===== config.mk =====
export PLATFORM = sky130hd
export DESIGN_NAME = adccfg_top
export DESIGN_NICKNAME = d
export VERILOG_FILES = /design/src/verilog/adccfg_pkg.sv /design/src/verilog/adccfg_top.sv
export SDC_FILE = /design/constraint.sdc
export NUM_CORES = 1
export LEC_CHECK = 0
export ABC_AREA = 1
export BUFFER_PORTS_ARGS = -buffer_cell sky130_fd_sc_hd__buf_2
export CAP_MARGIN = 20
export CELL_PAD_IN_SITES_DETAIL_PLACEMENT = 0
export CELL_PAD_IN_SITES_GLOBAL_PLACEMENT = 1
export CORE_AREA = 2 2 115 161
export DETAILED_ROUTE_END_ITERATION = 7
export DIE_AREA = 0 0 117 163
export PLACE_DENSITY = 0.82
export SLEW_MARGIN = 20
export SYNTH_ARGS = -nofsm -noshare
export SYNTH_HDL_FRONTEND = slang
export SYNTH_SLANG_ARGS = --single-unit

===== constraint.sdc =====
create_clock -name i_clk -period 1.36 [get_ports i_clk]
set_clock_uncertainty 0.1 [all_clocks]
set_input_delay 0.136 -clock i_clk [delete_from_list [all_inputs] [get_ports i_clk]]
set_output_delay 0.136 -clock i_clk [all_outputs]
set_load 0.1 [all_outputs]

===== src/verilog/adccfg_pkg.sv =====
package adccfg_pkg;

    // ************************************************************
    // Register offsets
    // ************************************************************
    localparam logic [7:0] ADCCFG_OFS_SKEW      = 8'h70; // Inter-core skew trim
    localparam logic [7:0] ADCCFG_OFS_ADVANCE   = 8'h71; // Divided clock advance
    localparam logic [7:0] ADCCFG_OFS_DIVIDER_SELECT_PIN    = 8'h72; // Clock divisor select
    localparam logic [7:0] ADCCFG_OFS_OUTDRV    = 8'h73; // Output driver and coding
    localparam logic [7:0] ADCCFG_OFS_DLL_WR    = 8'h74; // DLL range write port
    localparam logic [7:0] ADCCFG_OFS_DLL_RB    = 8'h75; // DLL range readback
    localparam logic [7:0] ADCCFG_OFS_TEST      = 8'hc0; // Test pattern control
    localparam logic [7:0] ADCCFG_OFS_W1_LO     = 8'hc2; // First custom word, low
    localparam logic [7:0] ADCCFG_OFS_W1_HI     = 8'hc3; // First custom word, high
    localparam logic [7:0] ADCCFG_OFS_W2_LO     = 8'hc4; // Second custom word, low
    localparam logic [7:0] ADCCFG_OFS_W2_HI     = 8'hc5; // Second custom word, high

    // ************************************************************
    // Reset values and field positions
    // ************************************************************
    localparam logic [7:0] ADCCFG_RST_BYTE      = 8'h00; // Power-up value of all bytes
    localparam int         ADCCFG_DLL_BIT       = 6;     // DLL range bit, 1 = slow
    localparam int         ADCCFG_TMODE_LSB     = 6;     // Test mode field low bit
    localparam int         ADCCFG_DRV_LSB       = 5;     // Driver field low bit

    // ************************************************************
    // Override codes of the 3-bit fields
    // ************************************************************
    localparam logic [2:0] ADCCFG_OVR_PIN       = 3'h0;  // Follow the pin
    localparam logic [2:0] ADCCFG_OVR_A         = 3'h1;  // Divide by 1 / LVDS 2mA / twos
    localparam logic [2:0] ADCCFG_OVR_B         = 3'h2;  // Divide by 2 / LVDS 3mA / gray
    localparam logic [2:0] ADCCFG_OVR_C         = 3'h4;  // Divide by 4 / LVCMOS / binary

    // ************************************************************
    // Test pattern codes and fixed words
    // ************************************************************
    localparam logic [3:0]  ADCCFG_PAT_OFF      = 4'h0;
    localparam logic [3:0]  ADCCFG_PAT_MID      = 4'h1;
    localparam logic [3:0]  ADCCFG_PAT_ONES     = 4'h2;
    localparam logic [3:0]  ADCCFG_PAT_ZEROS    = 4'h3;
    localparam logic [3:0]  ADCCFG_PAT_CHECK    = 4'h4;
    localparam logic [3:0]  ADCCFG_PAT_ONEZERO  = 4'h7;
    localparam logic [3:0]  ADCCFG_PAT_USER     = 4'h8;
    localparam logic [15:0] ADCCFG_WORD_MID     = 16'h8000;
    localparam logic [15:0] ADCCFG_WORD_ONES    = 16'hffff;
    localparam logic [15:0] ADCCFG_WORD_ZEROS   = 16'h0000;
    localparam logic [15:0] ADCCFG_WORD_CHK_A   = 16'haaaa;
    localparam logic [15:0] ADCCFG_WORD_CHK_B   = 16'h5555;
    localparam logic [1:0]  ADCCFG_TMODE_ALT    = 2'h1;  // Alternate mode value

    // ************************************************************
    // Types
    // ************************************************************
    typedef enum logic [1:0] {
        ADCCFG_DIV1 = 2'b00,
        ADCCFG_DIV2 = 2'b01,
        ADCCFG_DIV4 = 2'b10
    } adccfg_div_type;

    typedef enum logic [1:0] {
        ADCCFG_LVDS_2MA = 2'b00,
        ADCCFG_LVDS_3MA = 2'b01,
        ADCCFG_LVCMOS   = 2'b10
    } adccfg_drv_type;

    typedef enum logic [1:0] {
        ADCCFG_TWOS   = 2'b00,
        ADCCFG_GRAY   = 2'b01,
        ADCCFG_OFFBIN = 2'b10
    } adccfg_code_type;

    typedef struct packed {
        logic [15:0] word1;   // First word of a pattern
        logic [15:0] word2;   // Second word of a pattern
    } adccfg_pair_type;

endpackage : adccfg_pkg


===== src/verilog/adccfg_top.sv =====
`timescale 1ns/1ps
// How it works
// - Eight-bit skew trim, reset 00h, mid 80h
// - Phase advance pulls divide-by-four edge one cycle
// - Writing 0 then 1 to advance bit0
// - Divisor field: pin, by 1, 2, 4
// - Soft reset spares divisor and driver registers
// - Bits 7:5 pick pin, LVDS 2mA/3mA, LVCMOS
// - Bits 2:0 pick pin, twos, gray, binary
// - Bit 6 picks DLL range, fast by default
// - Alternate mode swaps words; static holds one
// - Pattern appears some sample clocks after enabling
// - Bits 7:6: static zero, alternate one
// - Pattern selector yields fixed and checkerboard words
// - Code 1000 sends user words; 0101/0110 reserved
// - User words built from low/high byte registers
// - Soft reset restores defaults except immune registers
module adccfg_top
    import adccfg_pkg::*;
(
    input  wire logic            i_clk,
    input  wire logic            i_reset_n,
    input  wire logic            i_clk_en,
    input  wire logic            i_soft_reset,
    input  wire logic            i_reg_wr,
    input  wire logic            i_reg_rd,
    input  wire logic [7:0]      i_reg_addr,
    input  wire logic [7:0]      i_reg_wdata,
    input  wire logic [1:0]      i_divider_select_pin,
    input  wire logic [1:0]      i_output_driver_pin,
    input  wire logic [1:0]      i_output_coding_pin,
    output logic      [7:0]      o_reg_rdata,
    output logic                 o_reg_rvalid,
    output logic      [7:0]      o_skew_trim,
    output adccfg_div_type       o_divisor,
    output logic                 o_div_clk,
    output logic                 o_div_edge,
    output adccfg_drv_type       o_drive,
    output adccfg_code_type      o_coding,
    output logic                 o_dll_slow,
    output logic                 o_test_active,
    output logic      [15:0]     o_test_word
);

    // ************************************************************
    // Pin synchronisers
    // ************************************************************
    logic [5:0]      pin_raw;     // All tri-level pin codes side by side
    logic [5:0]      pin_s1_q;    // First stage, read only by second
    logic [5:0]      pin_s2_q;    // Second stage
    logic [5:0]      pin_s3_q;    // Third stage
    logic [5:0]      pin_q;       // Accepted pin value

    assign pin_raw = {i_output_coding_pin, i_output_driver_pin, i_divider_select_pin};

    // Each bit is accepted only once two late stages agree, to reject a glitch
    generate
        for (genvar b = 0; b < 6; b++) begin : g_pin_sync
            always_ff @(posedge i_clk) begin
                if (!i_reset_n) begin
                    pin_s1_q[b] <= 1'b0;
                    pin_s2_q[b] <= 1'b0;
                    pin_s3_q[b] <= 1'b0;
                    pin_q[b]    <= 1'b0;
                end else if (i_clk_en) begin
                    pin_s1_q[b] <= pin_raw[b];
                    pin_s2_q[b] <= pin_s1_q[b];
                    pin_s3_q[b] <= pin_s2_q[b];
                    if (pin_s2_q[b] == pin_s3_q[b]) begin
                        pin_q[b] <= pin_s3_q[b];
                    end
                end
            end
        end
    endgenerate

    // ************************************************************
    // Register file
    // ************************************************************
    logic [7:0]      skew_q;      // Inter-core skew trim
    logic [7:0]      adv_q;       // Divided clock advance register
    logic [7:0]      divider_select_pin_q;    // Clock divisor select, soft reset immune
    logic [7:0]      outdrv_q;    // Output driver and coding, soft reset immune
    logic [7:0]      dll_wr_q;    // DLL range write port
    logic            dll_slow_q;  // DLL range state, 1 = slow
    logic [7:0]      test_q;      // Test pattern control
    adccfg_pair_type user_q;      // Custom words
    logic            adv_pulse_q; // One cycle per 0-to-1 on advance bit 0
    logic            wr_en;       // Write taken this cycle

    assign wr_en = i_clk_en && i_reg_wr;

    // Registers cleared by power-up reset and by soft reset
    always_ff @(posedge i_clk) begin
        if (!i_reset_n) begin
            skew_q     <= ADCCFG_RST_BYTE;
            adv_q      <= ADCCFG_RST_BYTE;
            dll_wr_q   <= ADCCFG_RST_BYTE;
            dll_slow_q <= 1'b0;
            test_q     <= ADCCFG_RST_BYTE;
            user_q     <= '0;
        end else if (i_clk_en && i_soft_reset) begin
            // Soft reset wins over a write in the same cycle
            skew_q     <= ADCCFG_RST_BYTE;
            adv_q      <= ADCCFG_RST_BYTE;
            dll_wr_q   <= ADCCFG_RST_BYTE;
            dll_slow_q <= 1'b0;
            test_q     <= ADCCFG_RST_BYTE;
            user_q     <= '0;
        end else if (wr_en) begin
            case (i_reg_addr)
                ADCCFG_OFS_SKEW:    skew_q <= i_reg_wdata;
                ADCCFG_OFS_ADVANCE: adv_q  <= i_reg_wdata;
                ADCCFG_OFS_DLL_WR: begin
                    // New state = written ^ old write port ^ old state
                    dll_wr_q   <= i_reg_wdata;
                    dll_slow_q <= i_reg_wdata[ADCCFG_DLL_BIT] ^
                                  dll_wr_q[ADCCFG_DLL_BIT] ^ dll_slow_q;
                end
                ADCCFG_OFS_TEST:    test_q             <= i_reg_wdata;
                ADCCFG_OFS_W1_LO:   user_q.word1[7:0]  <= i_reg_wdata;
                ADCCFG_OFS_W1_HI:   user_q.word1[15:8] <= i_reg_wdata;
                ADCCFG_OFS_W2_LO:   user_q.word2[7:0]  <= i_reg_wdata;
                ADCCFG_OFS_W2_HI:   user_q.word2[15:8] <= i_reg_wdata;
                default: ;          // Other offsets belong elsewhere
            endcase
        end
    end

    // Registers immune to soft reset
    always_ff @(posedge i_clk) begin
        if (!i_reset_n) begin
            divider_select_pin_q <= ADCCFG_RST_BYTE;
            outdrv_q <= ADCCFG_RST_BYTE;
        end else if (wr_en) begin
            // Soft reset is deliberately not looked at here
            if (i_reg_addr == ADCCFG_OFS_DIVIDER_SELECT_PIN) divider_select_pin_q <= i_reg_wdata;
            if (i_reg_addr == ADCCFG_OFS_OUTDRV) outdrv_q <= i_reg_wdata;
        end
    end

    // Advance command: the 0-to-1 step of bit 0 is the trigger
    always_ff @(posedge i_clk) begin
        if (!i_reset_n) begin
            adv_pulse_q <= 1'b0;
        end else if (i_clk_en) begin
            adv_pulse_q <= wr_en && !i_soft_reset && (i_reg_addr == ADCCFG_OFS_ADVANCE)
                           && !adv_q[0] && i_reg_wdata[0];
        end
    end

    // Read data, one cycle after the request
    always_ff @(posedge i_clk) begin
        if (!i_reset_n) begin
            o_reg_rdata  <= 8'h00;
            o_reg_rvalid <= 1'b0;
        end else if (i_clk_en) begin
            o_reg_rvalid <= i_reg_rd;
            case (i_reg_addr)
                ADCCFG_OFS_SKEW:    o_reg_rdata <= skew_q;
                ADCCFG_OFS_ADVANCE: o_reg_rdata <= adv_q;
                ADCCFG_OFS_DIVIDER_SELECT_PIN:  o_reg_rdata <= divider_select_pin_q;
                ADCCFG_OFS_OUTDRV:  o_reg_rdata <= outdrv_q;
                ADCCFG_OFS_DLL_WR:  o_reg_rdata <= dll_wr_q;
                ADCCFG_OFS_DLL_RB:  o_reg_rdata <= {1'b0, dll_slow_q,
                                                    6'h00};  // Range in force
                ADCCFG_OFS_TEST:    o_reg_rdata <= test_q;
                ADCCFG_OFS_W1_LO:   o_reg_rdata <= user_q.word1[7:0];
                ADCCFG_OFS_W1_HI:   o_reg_rdata <= user_q.word1[15:8];
                ADCCFG_OFS_W2_LO:   o_reg_rdata <= user_q.word2[7:0];
                ADCCFG_OFS_W2_HI:   o_reg_rdata <= user_q.word2[15:8];
                default:            o_reg_rdata <= 8'h00;   // Unmapped reads zero
            endcase
        end
    end

    assign o_skew_trim = skew_q;
    assign o_dll_slow  = dll_slow_q;

    // ************************************************************
    // Effective divisor, driver and coding selections
    // ************************************************************
    adccfg_div_type  div_q;   // Divisor in force
    adccfg_drv_type  drv_q;   // Driver in force
    adccfg_code_type code_q;  // Coding in force

    // Reserved codes, including pin code 11, keep the previous choice
    always_ff @(posedge i_clk) begin
        if (!i_reset_n) begin
            div_q <= ADCCFG_DIV1;
        end else if (i_clk_en) begin
            case (divider_select_pin_q[2:0])
                ADCCFG_OVR_PIN: begin
                    if (pin_q[1:0] != 2'b11) div_q <= adccfg_div_type'(pin_q[1:0]);
                end
                ADCCFG_OVR_A: div_q <= ADCCFG_DIV1;
                ADCCFG_OVR_B: div_q <= ADCCFG_DIV2;
                ADCCFG_OVR_C: div_q <= ADCCFG_DIV4;
                default: ;
            endcase
        end
    end

    always_ff @(posedge i_clk) begin
        if (!i_reset_n) begin
            drv_q <= ADCCFG_LVDS_2MA;
        end else if (i_clk_en) begin
            case (outdrv_q[ADCCFG_DRV_LSB +: 3])
                ADCCFG_OVR_PIN: begin
                    if (pin_q[3:2] != 2'b11) drv_q <= adccfg_drv_type'(pin_q[3:2]);
                end
                ADCCFG_OVR_A: drv_q <= ADCCFG_LVDS_2MA;
                ADCCFG_OVR_B: drv_q <= ADCCFG_LVDS_3MA;
                ADCCFG_OVR_C: drv_q <= ADCCFG_LVCMOS;
                default: ;
            endcase
        end
    end

    always_ff @(posedge i_clk) begin
        if (!i_reset_n) begin
            code_q <= ADCCFG_TWOS;
        end else if (i_clk_en) begin
            case (outdrv_q[2:0])
                ADCCFG_OVR_PIN: begin
                    if (pin_q[5:4] != 2'b11) code_q <= adccfg_code_type'(pin_q[5:4]);
                end
                ADCCFG_OVR_A: code_q <= ADCCFG_TWOS;
                ADCCFG_OVR_B: code_q <= ADCCFG_GRAY;
                ADCCFG_OVR_C: code_q <= ADCCFG_OFFBIN;
                default: ;
            endcase
        end
    end

    assign o_divisor = div_q;
    assign o_drive   = drv_q;
    assign o_coding  = code_q;

    // ************************************************************
    // Clock divider with phase advance
    // ************************************************************
    logic [1:0] cnt_q;    // Phase within the divided period
    logic [1:0] cnt_d;

    // Skipping one phase state moves every later rising edge one cycle early
    always_comb begin
        case (div_q)
            ADCCFG_DIV2: cnt_d = {1'b0, ~cnt_q[0]};
            ADCCFG_DIV4: cnt_d = adv_pulse_q ? 2'(cnt_q + 2'd2) : 2'(cnt_q + 2'd1);
            default:     cnt_d = 2'd0;
        endcase
    end

    always_ff @(posedge i_clk) begin
        if (!i_reset_n) begin
            cnt_q      <= 2'd0;
            o_div_clk  <= 1'b0;
            o_div_edge <= 1'b0;
        end else if (i_clk_en) begin
            cnt_q      <= cnt_d;
            o_div_edge <= (cnt_d == 2'd0);
            o_div_clk  <= (div_q == ADCCFG_DIV1) || (div_q == ADCCFG_DIV2 && cnt_d == 2'd0)
                          || (div_q == ADCCFG_DIV4 && !cnt_d[1]);
        end
    end

    // ************************************************************
    // Test pattern generator
    // ************************************************************
    adccfg_pair_type pair;      // Words chosen by the selector
    logic            pat_on;    // Selector names a pattern
    logic            phase_q;   // Alternating phase of the sample clock
    logic            alt_mode;  // Alternate mode chosen

    assign alt_mode = (test_q[ADCCFG_TMODE_LSB +: 2] == ADCCFG_TMODE_ALT);

    // Single-word patterns repeat their word in alternate mode
    always_comb begin
        pat_on = 1'b1;
        case (test_q[3:0])
            ADCCFG_PAT_MID:     pair = '{ADCCFG_WORD_MID,   ADCCFG_WORD_MID};
            ADCCFG_PAT_ONES:    pair = '{ADCCFG_WORD_ONES,  ADCCFG_WORD_ONES};
            ADCCFG_PAT_ZEROS:   pair = '{ADCCFG_WORD_ZEROS, ADCCFG_WORD_ZEROS};
            ADCCFG_PAT_CHECK:   pair = '{ADCCFG_WORD_CHK_A, ADCCFG_WORD_CHK_B};
            ADCCFG_PAT_ONEZERO: pair = '{ADCCFG_WORD_ONES,  ADCCFG_WORD_ZEROS};
            ADCCFG_PAT_USER:    pair = user_q;
            default: begin
                // Off and reserved codes pass normal data
                pair   = '0;
                pat_on = 1'b0;
            end
        endcase
    end

    // Output is a clocked stage, so enabling shows up one cycle later
    always_ff @(posedge i_clk) begin
        if (!i_reset_n) begin
            phase_q       <= 1'b0;
            o_test_active <= 1'b0;
            o_test_word   <= 16'h0000;
        end else if (i_clk_en) begin
            phase_q       <= alt_mode ? ~phase_q : 1'b0;
            o_test_active <= pat_on;
            o_test_word   <= (alt_mode && phase_q) ? pair.word2 : pair.word1;
        end
    end
endmodule : adccfg_top


Word level (Yosys, flattened, before mapping)

Cells that the tools add are included.

Flip-flop bits (word level): 143
Bits of input ports: 28
Output and inout bits: 43

$add $sub $neg: 2
Equal/unequal tests: 41
Mux-type cells: 13
Bitwise gates (word level): 5
Reduce and logical (&&, ||, !) cells: 43

Operators by type and width:

| cell               | number |
|---|---|
| $pmux 32 s5        | 1 |
| $pmux 8 s11        | 1 |
| $eq 8x7->1 const B | 6 |
| $eq 8x8->1 const B | 5 |
| $reduce_and 2->1   | 16 |
| $pmux 2 s4         | 3 |
| $mux 16            | 1 |
| $ne 2x2->1 const B | 6 |
| $reduce_bool 4->1  | 3 |
| $eq 3x1->1 const B | 3 |
| $eq 3x2->1 const B | 3 |
| $eq 3x3->1 const B | 3 |
| $logic_and 1x1->1  | 9 |
| $logic_not 3->1    | 3 |
| $reduce_and 3->1   | 3 |
| $eq 4x2->1 const B | 2 |
| $eq 4x3->1 const B | 2 |
| $mux 2             | 4 |
| $eq 1x1->1         | 6 |
| $reduce_or 6->1    | 1 |
| $eq 2x1->1 const B | 2 |
| $eq 4x1->1 const B | 1 |
| $eq 4x4->1 const B | 1 |
| $logic_not 2->1    | 2 |
| 10 further kinds   | 17 |

Longest topological paths before layout

Gate-level depths: netlist (run 1).

Depth after elaboration: 7
Depth in mapped cells: 11
Gate-level depth less buffers: 11

Least setup slack after synthesis (run 1)

OpenSTA, ideal clock, no wires.

Kind: register to register
Start point: register div_q[0], in the netlist o_divisor[0]
End point: register o_div_clk
Library setup time: 128 ps
Arrival time: 2008 ps
Data required time: 1132 ps
Slack: -875 ps
Cell stages (with the launch flop): 12
Clock period less this slack: 2235 ps
Path through: dfxtp_1 -> inv_1 -> ha_1 -> nand2_1 -> a21oi_1 -> o21ai_0 -> nand2_1 -> inv_1 -> nand2_1 -> nand2_1 -> nor2_1 -> nor2_1

Word-level cells in the longest chain between the ends: 6
Elaborated cells on any way between the ends: 10
Those cells by class: eq/ne (2); mux (1); reduce/logical (7)

RTL lines:

| item                                     | line                                                    | text |
|---|---|---|
| start, declared                          | adccfg_top.sv:183                                       | `adccfg_div_type div_q;` |
| start signal, assigned                   | adccfg_top.sv:194                                       | `if (pin_q[1:0] != 2'b11) div_q <= adccfg_div_type'(pin_q[1:0]);` |
| $eq 2x2->1 or $eq 2x1->1 (tied branches) | adccfg_top.sv:248, adccfg_top.sv:264, adccfg_top.sv:263 |  |
| $pmux 2 s2                               | adccfg_top.sv:248                                       | `case (div_q)` |
| $logic_not 2->1                          | adccfg_top.sv:263                                       | `o_div_clk <= (div_q == ADCCFG_DIV1) \|\| (div_q == ADCCFG_DIV2 && cnt_d == 2'd0)` |
| $logic_and 1x1->1                        | adccfg_top.sv:263                                       |  |
| $logic_or 1x1->1                         | adccfg_top.sv:263                                       |  |
| $logic_or 1x1->1 (*)                     | adccfg_top.sv:264                                       | `\|\| (div_q == ADCCFG_DIV4 && !cnt_d[1]);` |
| end signal, assigned                     | adccfg_top.sv:263                                       |  |
| end, declared                            | adccfg_top.sv:36                                        | `output logic o_div_clk,` |

Mark *: on every way between the ends. The rest lies on a longest branch, timed or not.
A chain may end at the register's enable or synchronous reset.

Worst setup path after layout (run 1)

Start point: register test_q[0]
End point: register o_test_word[0]

Word-level cells in the longest chain between the ends: 3
Elaborated cells on any way between the ends: 7
Those cells by class: eq/ne (5); mux (2)

RTL lines:

| item                                     | line              | text |
|---|---|---|
| start, declared                          | adccfg_top.sv:86  | `logic [7:0] test_q;` |
| start signal, assigned                   | adccfg_top.sv:120 | `ADCCFG_OFS_TEST: test_q <= i_reg_wdata;` |
| $eq 4x4->1, or another cell as far along | adccfg_top.sv:281 | `case (test_q[3:0])` |
| $pmux 32 s5 (*)                          | adccfg_top.sv:281 |  |
| $mux 16 (*)                              | adccfg_top.sv:305 | `o_test_word <= (alt_mode && phase_q) ? pair.word2 : pair.word1;` |
| end signal, assigned                     | adccfg_top.sv:305 |  |
| end, declared                            | adccfg_top.sv:42  | `output logic [15:0] o_test_word` |

Marked as above.

==> results of run 1 <==
## metal layers
metal  track usage  wire length [µm]
met2         0.430             11700
met4         0.137              1240
met1         0.268              8460
met3        0.0421               787
met5             0                 0
## area by class of cell
class | count | area, µm²
fillers | 1700 | 8510
multi-input cells | 657 | 3530
repair inverters | 1 | 11.3
inverters | 89 | 362
clock inverters | 14 | 123
clock buffers | 18 | 439
well taps | 240 | 300
flip-flops and latches | 143 | 2920
repair buffers | 171 | 1580
## cells in the final DEF, fill, tap and decap left out, drive strengths merged, types with 12 or more instances in the layout
master / count
clkbuf: 18
buf: 159
dfxtp: 143
o21ai: 120
nand3: 95
a21oi: 131
nor2: 107
dlygate4sd3: 12
nand2: 177
inv: 96
## critical path, delay by kind of cell (launching register included)
family,cells,cell delay (ns)
buffers and inverters,2,0.23
and+or+nand+nor,4,0.46
AOI/OAI and AO/OA,2,0.33
DFF,1,0.37
## synthesized netlist by cell type, drive strengths merged
cell type	instances
dfxtp	143
mux2i	1
ha	3
nor3	5
a31o	1
nor2	107
a22oi	5
nand3	95
o21ai	120
inv	88
clkinv	1
o211ai	1
a31oi	3
nand4	2
buf	30
a21oi	131
nand2	177
a211oi	4
xnor2	2
clkbuf	19
## timing repair
action,in CTS,in global routing
hold buffers,12,0
gates resized for setup,87,48
pin swaps,19,20
cloned,0,1
endpoints found under the hold margin,15,0
setup buffers,2,4
endpoints found under the setup margin,58,33
## how the worst min path moves through the flow
stage          cells after the start  slack (ns)          end
2_1_floorplan                      2        0.17  o_coding[0]
4_1_cts                            3       0.003   user_q[25]
5_1_grt                            3        0.02   user_q[25]
3_5_place_dp                       3        0.26  pin_s1_q[3]
6_report                           3        0.02  outdrv_q[6]
3_3_place_gp                       3        0.26  pin_s1_q[3]
## cells by family (layout without fill, tap and decap cells)
logic type                 after synthesis  in the layout  share of synthesized area
and+or+nand+nor                        386            386                      0.263
xor gates and xnor gates                 2              2                    0.00259
DFF                                    143            143                      0.424
AOI/OAI and AO/OA                      265            265                      0.211
muxes                                    1              1                    0.00148
buffers and inverters                  138            293                     0.0935
adders and majority gates                3              3                    0.00556
## registers in the layout, summed over array words and instances (netlist names), 2 cells and up
register              count
pin_s2_q                  6
divider_select_pin_q      8
pin_s1_q                  6
o_reg_rdata               8
o_skew_trim               8
o_drive                   2
o_test_word              16
pin_s3_q                  6
dll_wr_q                  8
test_q                    8
adv_q                     8
outdrv_q                  8
pin_q                     6
o_divisor                 2
o_coding                  2
cnt_q                     2
user_q                   32
## per-stage QoR
step                      TNS (ns)  power [µW]  cell area, µm²  hold WS, ns
after global placement       -7.10        5090            8110        0.258
final                        -2.27        9540            9270       0.0159
after floorplan             -0.517        4830            6830        0.167
after CTS                    -1.31        9580            9070      0.00279
after global routing         -4.09        9860            9270       0.0172
after detailed placement     -8.78        5100            8110        0.264
## power by group
group	switching (µW)	total, µW	internal, µW
clock network	2030	4480	2450
registers	31.8	4260	4230
logic	540	799	260
==> summary.md, run 1 <==
| Metric | Value |
|---|---|
| Total gr overflow | 0 |
| # diodes | 0 |
| CTS Root Cell | clkbuf_16 |
| Largest cells by area after synthesis | dfxtp_1, nand2_1, a21oi_1 |
| Register area share after synthesis | 0.424 |
| RSZ-0062 raised after global routing | true |
| Drt pass-1 iters | 5 |
| Fin util | 0.521 |
| Worst setup path endpoint | o_test_word[0] |
| Arr. time, crit path | 1.83 ns |
| Synthesized cell area | 6760 µm² |
| Die ar. | approximately 19000 µm² |
| Netlist cell types | 37 |
| Nets@finish | 1111 |
| Max-slew violations | 0 |
| Starting Density | 0.380 |
| R2R Setup Slk | -0.21 ns |
| Worst Tran Pin Value | 0.475 ns |
| CP max stage delay | 0.37 ns |
| I/O Pins | 71 |
| Initial antenna violation count | 0 |
| Reg2Reg Depth | 8 |
| Post-Route WL | 22200 µm |
| Failing checks | negative setup slack |
| Die X | approximately 120 µm |
| Element type at the critical path end | register |
| Worst-Skew Late Latency | approximately 0.43 ns |
| Setup crit start | test_q[0] |
| CTS tree | yes |
| CTS buffer count | 17 |
| Max frequency | 0.638 GHz |
| Outcome | complete, but fails checks |
| Antenna Nets Post-Route | 0 |
| Total number of vias | between 6000 and 7000 |
| Critical Path RT | approximately 1.6 ns |
| Final HPWL DP | 15900 µm |
| Slew margin rel. | 0.684 |
| #FFs+latches synth | 143 |
| HP Start | i_reg_wdata[6] |
| Vias per cell | 5.10 |
| Area Overhead vs Synth | 37.2% |
| Crit-path cells | nor2_4 > nand3_4 > inv_4 > nor2_4 > buf_12 > a22oi_2 > nand2_1 > a21oi_2 |
| Worst IR Drop VDD | 0.000779 V |
| Final setup violation count | 22 |
| Final worst slack | -0.209 ns |
| Final Hold Vio Count | 0 |
| Critical-path maximum fanout | 8 |
| IO Port Bufs | 70 |
| CTS Sinks | 143 |
| R2r startpoint | test_q[0] |
| Fin crit share | 1.15 |
| Pwr dens | ~1000 nW/µm² |
| Largest net degree at the start of global routing | 44 |
| # H-tree levels | 4 |
| Critical setup path kind | register to register |
| Num rows | 58 |
| Core area | 17800 µm² |
| Mapped Nets | 969 |
| Top cell type's share of synthesized area | 0.424 |
| Largest area contributor in the netlist | dfxtp_1 |
| Worst Hold Class | input pin to register |
| Post-Place Setup Slack | -0.185 ns |
| Worst r2r dst | o_test_word[0] |
| Worst Setup Start Kind | register |
| Fraction of layout cells with a size suffix above 1 | 0.300 |
| Clk slew on worst S/H paths | roughly 0.070 ns |
| Most common cell on crit path | nor2_4 |
| Residual DRC | 0 |
| Critical Path Slowest Stage Cell | dfxtp_4 |
| Die Ht | ~160 µm |
| Placed Cells | between 1000 and 1500 |
| Vias in the first global route | 6676 |
| Warning count from the yosys run | 0 |
| Maxcap violations | 0 |
| 1st-iter DRT viols | between 300 and 400 |
| Placer congestion estimate | ~0.94 |
| Wire per inst | 16.7 µm |
| GRT Overall Usage | 0.242 |
| Avg Inst Size Synth | between 7 and 8 µm² |
| Longest Clk Path Bufs | 2 |
| Global-route wire length before repair | 34800 µm |
| Min cycle time layout | 1.57 ns |
| Pleak | 0.00370 µW |
| Synth Instances | 938 |
| Post-Layout Cell Count | between 1000 and 1500 |
Note: power is estimated with default switching activity, not from simulation.
==> inputs of run 2 (changes only) <==
RECOVER_POWER = 50   (was default)
SKIP_LAST_GASP = 1   (was default)
==> run 2 against run 1 <==
Net effect: the flow still finishes with violations (negative setup slack); first-iteration DRC count up 11%; register-to-register slack about the same; sequential power about the same; hold slack about the same; wire length down 0.18%; clock power about the same; cell count about the same; global-route usage about the same; sequential share of layout area up 0.37 points; combinational power down 4.0%; via count down 0.34%; critical path type unchanged; largest power group unchanged.
==> summary.md, run 2 (synthesis gave the netlist of run 1 again) <==
| Metric | Value |
|---|---|
| Max reg flops | 32 (unchanged) |
| Arr. time, crit path | 1.82 ns (was 1.83 ns) |
| Met2 Use GR | 0.433 (was 0.430) |
| Failing checks | negative setup slack (unchanged) |
| Worst-Skew Late Latency | 0.43 ns (about the same) |
| Filler cells | 1735 (was 1700) |
| Area Overhead vs Synth | 35.6% (was 37.2%) |
| Grt met1 use | 0.268 (about the same) |
| Register area | 2920 µm² (unchanged) |
| Fraction of layout cells with a size suffix above 1 | 0.296 (was 0.300) |
| Final worst slack | -0.197 ns (was -0.209 ns) |
| IO Port Bufs | 70 (unchanged) |
| Post-Route WL | 22200 µm (about the same) |
| CTS tree | yes (unchanged) |
| Worst Tran Pin Value | 0.595 ns (was 0.475 ns) |
| Total number of vias | 6781 (was 6804) |
| Largest net degree at the start of global routing | 44 (unchanged) |
| Pleak | 0.00365 µW (was 0.00370 µW) |
| Most common cell after layout, fill and taps aside | nand2_1 (unchanged) |
| Worst Hold Class | input pin to register (unchanged) |
| Critical Path RT | 1.63 ns (about the same) |
| Post-Layout Cell Count | 1332 (was 1333) |
| Largest regs | user_q: 32 flops, o_test_word: 16 flops (unchanged) |
| Max-slew violations | 0 (unchanged) |
| Global-route wire length before repair | 34800 µm (about the same) |
| Slew margin rel. | 0.603 (was 0.684) |
| Die Ht | 163 µm (unchanged) |
| Worst IR Drop VDD | 0.000770 V (was 0.000779 V) |
| Final Hold Vio Count | 0 (unchanged) |
| Placed Cells | 1283 (unchanged) |
| Die ar. | 19100 µm² (unchanged) |
| I/O Pins | 71 (unchanged) |
| Die X | 117 µm (unchanged) |
| Core area | 17800 µm² (unchanged) |
| Element type at the critical path end | register (unchanged) |
| Max frequency | 0.642 GHz (was 0.638 GHz) |
| Final setup violation count | 41 (was 22) |
| Residual DRC | 0 (unchanged) |
| CTS Sinks | 143 (unchanged) |
| Initial antenna violation count | 0 (unchanged) |
| Fin crit share | 1.14 (was 1.15) |
| CTS buffer count | 17 (unchanged) |
| Largest Register | user_q (unchanged) |
| Total gr overflow | 0 (unchanged) |
| Busiest layer in global routing | met2 (unchanged) |
| RSZ-0062 raised after global routing | true (unchanged) |
| Placer congestion estimate | 0.941 (unchanged) |
| Worst Setup Start Kind | register (unchanged) |
| Vias in the first global route | 6662 (was 6676) |
| Critical Path Slowest Stage Cell | dfxtp_4 (unchanged) |
| Min cycle time layout | 1.56 ns (was 1.57 ns) |
| Num rows | 58 (unchanged) |
| Outcome | complete, but fails checks (unchanged) |
| Antenna Nets Post-Route | 0 (unchanged) |
| CTS Root Cell | clkbuf_16 (unchanged) |
| # diodes | 0 (unchanged) |
| Tot Pwr | 9510 µW (was 9540 µW) |
| 1st-iter DRT viols | 371 (was 334) |
| Starting Density | 0.380 (unchanged) |
| Wire per inst | 16.6 µm (was 16.7 µm) |
| Vias per cell | 5.09 (was 5.10) |
| Nets@finish | 1110 (was 1111) |
| Drt pass-1 iters | 5 (unchanged) |
| Crit-path cells | nor2_4 > nand3_4 > inv_4 > nor2_4 > buf_12 > a22oi_2 > nand2_1 > a21oi_2 (unchanged) |
| Final HPWL DP | 15900 µm (unchanged) |
| Most common cell on crit path | nor2_4 (unchanged) |
| Critical-path maximum fanout | 8 (unchanged) |
| Maxcap violations | 0 (unchanged) |
| Clk slew on worst S/H paths | 0.07 ns (about the same) |
| Most frequent cells in the layout | nand2_1, a21oi_1, dfxtp_1 (unchanged) |
| Fin util | 0.515 (was 0.521) |
| # H-tree levels | 4 (unchanged) |
| Critical setup path kind | register to register (unchanged) |
| GRT Overall Usage | 0.242 (about the same) |
| Longest Clk Path Bufs | 2 (unchanged) |
| Pwr dens | 1040 nW/µm² (was 1030 nW/µm²) |
| CP max stage delay | 0.37 ns (about the same) |
| Met3 usage | 0.0424 (was 0.0421) |
| Multi-input gate area | 3540 µm² (was 3530 µm²) |
run 2: changes by cell type in the layout (fill, tap and decap cells not counted), sizes merged:
cell	change
clkdlybuf4s18	+1
buf	-8
clkbuf	+6
run 2: worst paths after layout:
path                                 from  slack, ns                      end  depth (start not counted)
hold / removal             i_reg_wdata[6]       0.02              outdrv_q[6]                          3
setup / recovery                test_q[0]      -0.20           o_test_word[0]                          8
setup reg to reg                test_q[0]      -0.20           o_test_word[0]                          8
hold reg to reg   divider_select_pin_q[6]       0.35  divider_select_pin_q[6]                          2
run 2: through the flow:
stage | TNS [ns] | setup WS, ns | area, µm² | hold WS (ns)
final | -2.84 | -0.197 | 9160 | 0.0164
after global routing | -9.28 | -0.295 | 9160 | 0.0204
after CTS | -1.33 | -0.138 | 9060 | 0.00279
after detailed placement | -8.78 | -0.185 | 8110 | 0.264
after global placement | -7.10 | -0.206 | 8110 | 0.258
after floorplan | -0.517 | -0.247 | 6830 | 0.167
run 2: layout make-up:
class / count / share of cell area
repair inverters: 1 / 0.00123
inverters: 89 / 0.0392
clock inverters: 14 / 0.0134
multi-input cells: 657 / 0.386
repair buffers: 170 / 0.160
flip-flops and latches: 143 / 0.319
clock buffers: 18 / 0.0479
well taps: 240 / 0.0328
run 2: worst max-delay path, delay by kind of cell (launching register included):
| kind | cells | cell delay [ns] |
|---|---|---|
| and+or+nand+nor | 4 | 0.46 |
| DFF | 1 | 0.37 |
| AOI/OAI and AO/OA | 2 | 0.32 |
| buffers and inverters | 2 | 0.23 |
run 2: power breakdown:
part	internal, µW	total (µW)	switching, µW
Sequential	4230	4260	31.9
Combinational	236	767	531
Clock	2450	4480	2030
run 2: repair_timing:
| item | in CTS | in global routing |
|---|---|---|
| endpoints found under the hold margin | 15 | 0 |
| gates cloned | 0 | 1 |
| setup buffers | 2 | 4 |
| setup endpoints to repair | 58 | 33 |
| pin swaps | 18 | 20 |
| hold buffers | 12 | 0 |
| resized for setup | 85 | 53 |
run 2: layer usage:
| metal | share of wire | vias up |
|---|---|---|
| met5 | 0 | - |
| met1 | 0.39 | 3192 |
| met4 | 0.050 | 0 |
| li1 | - | 3389 |
| met2 | 0.53 | 147 |
| met3 | 0.028 | 53 |
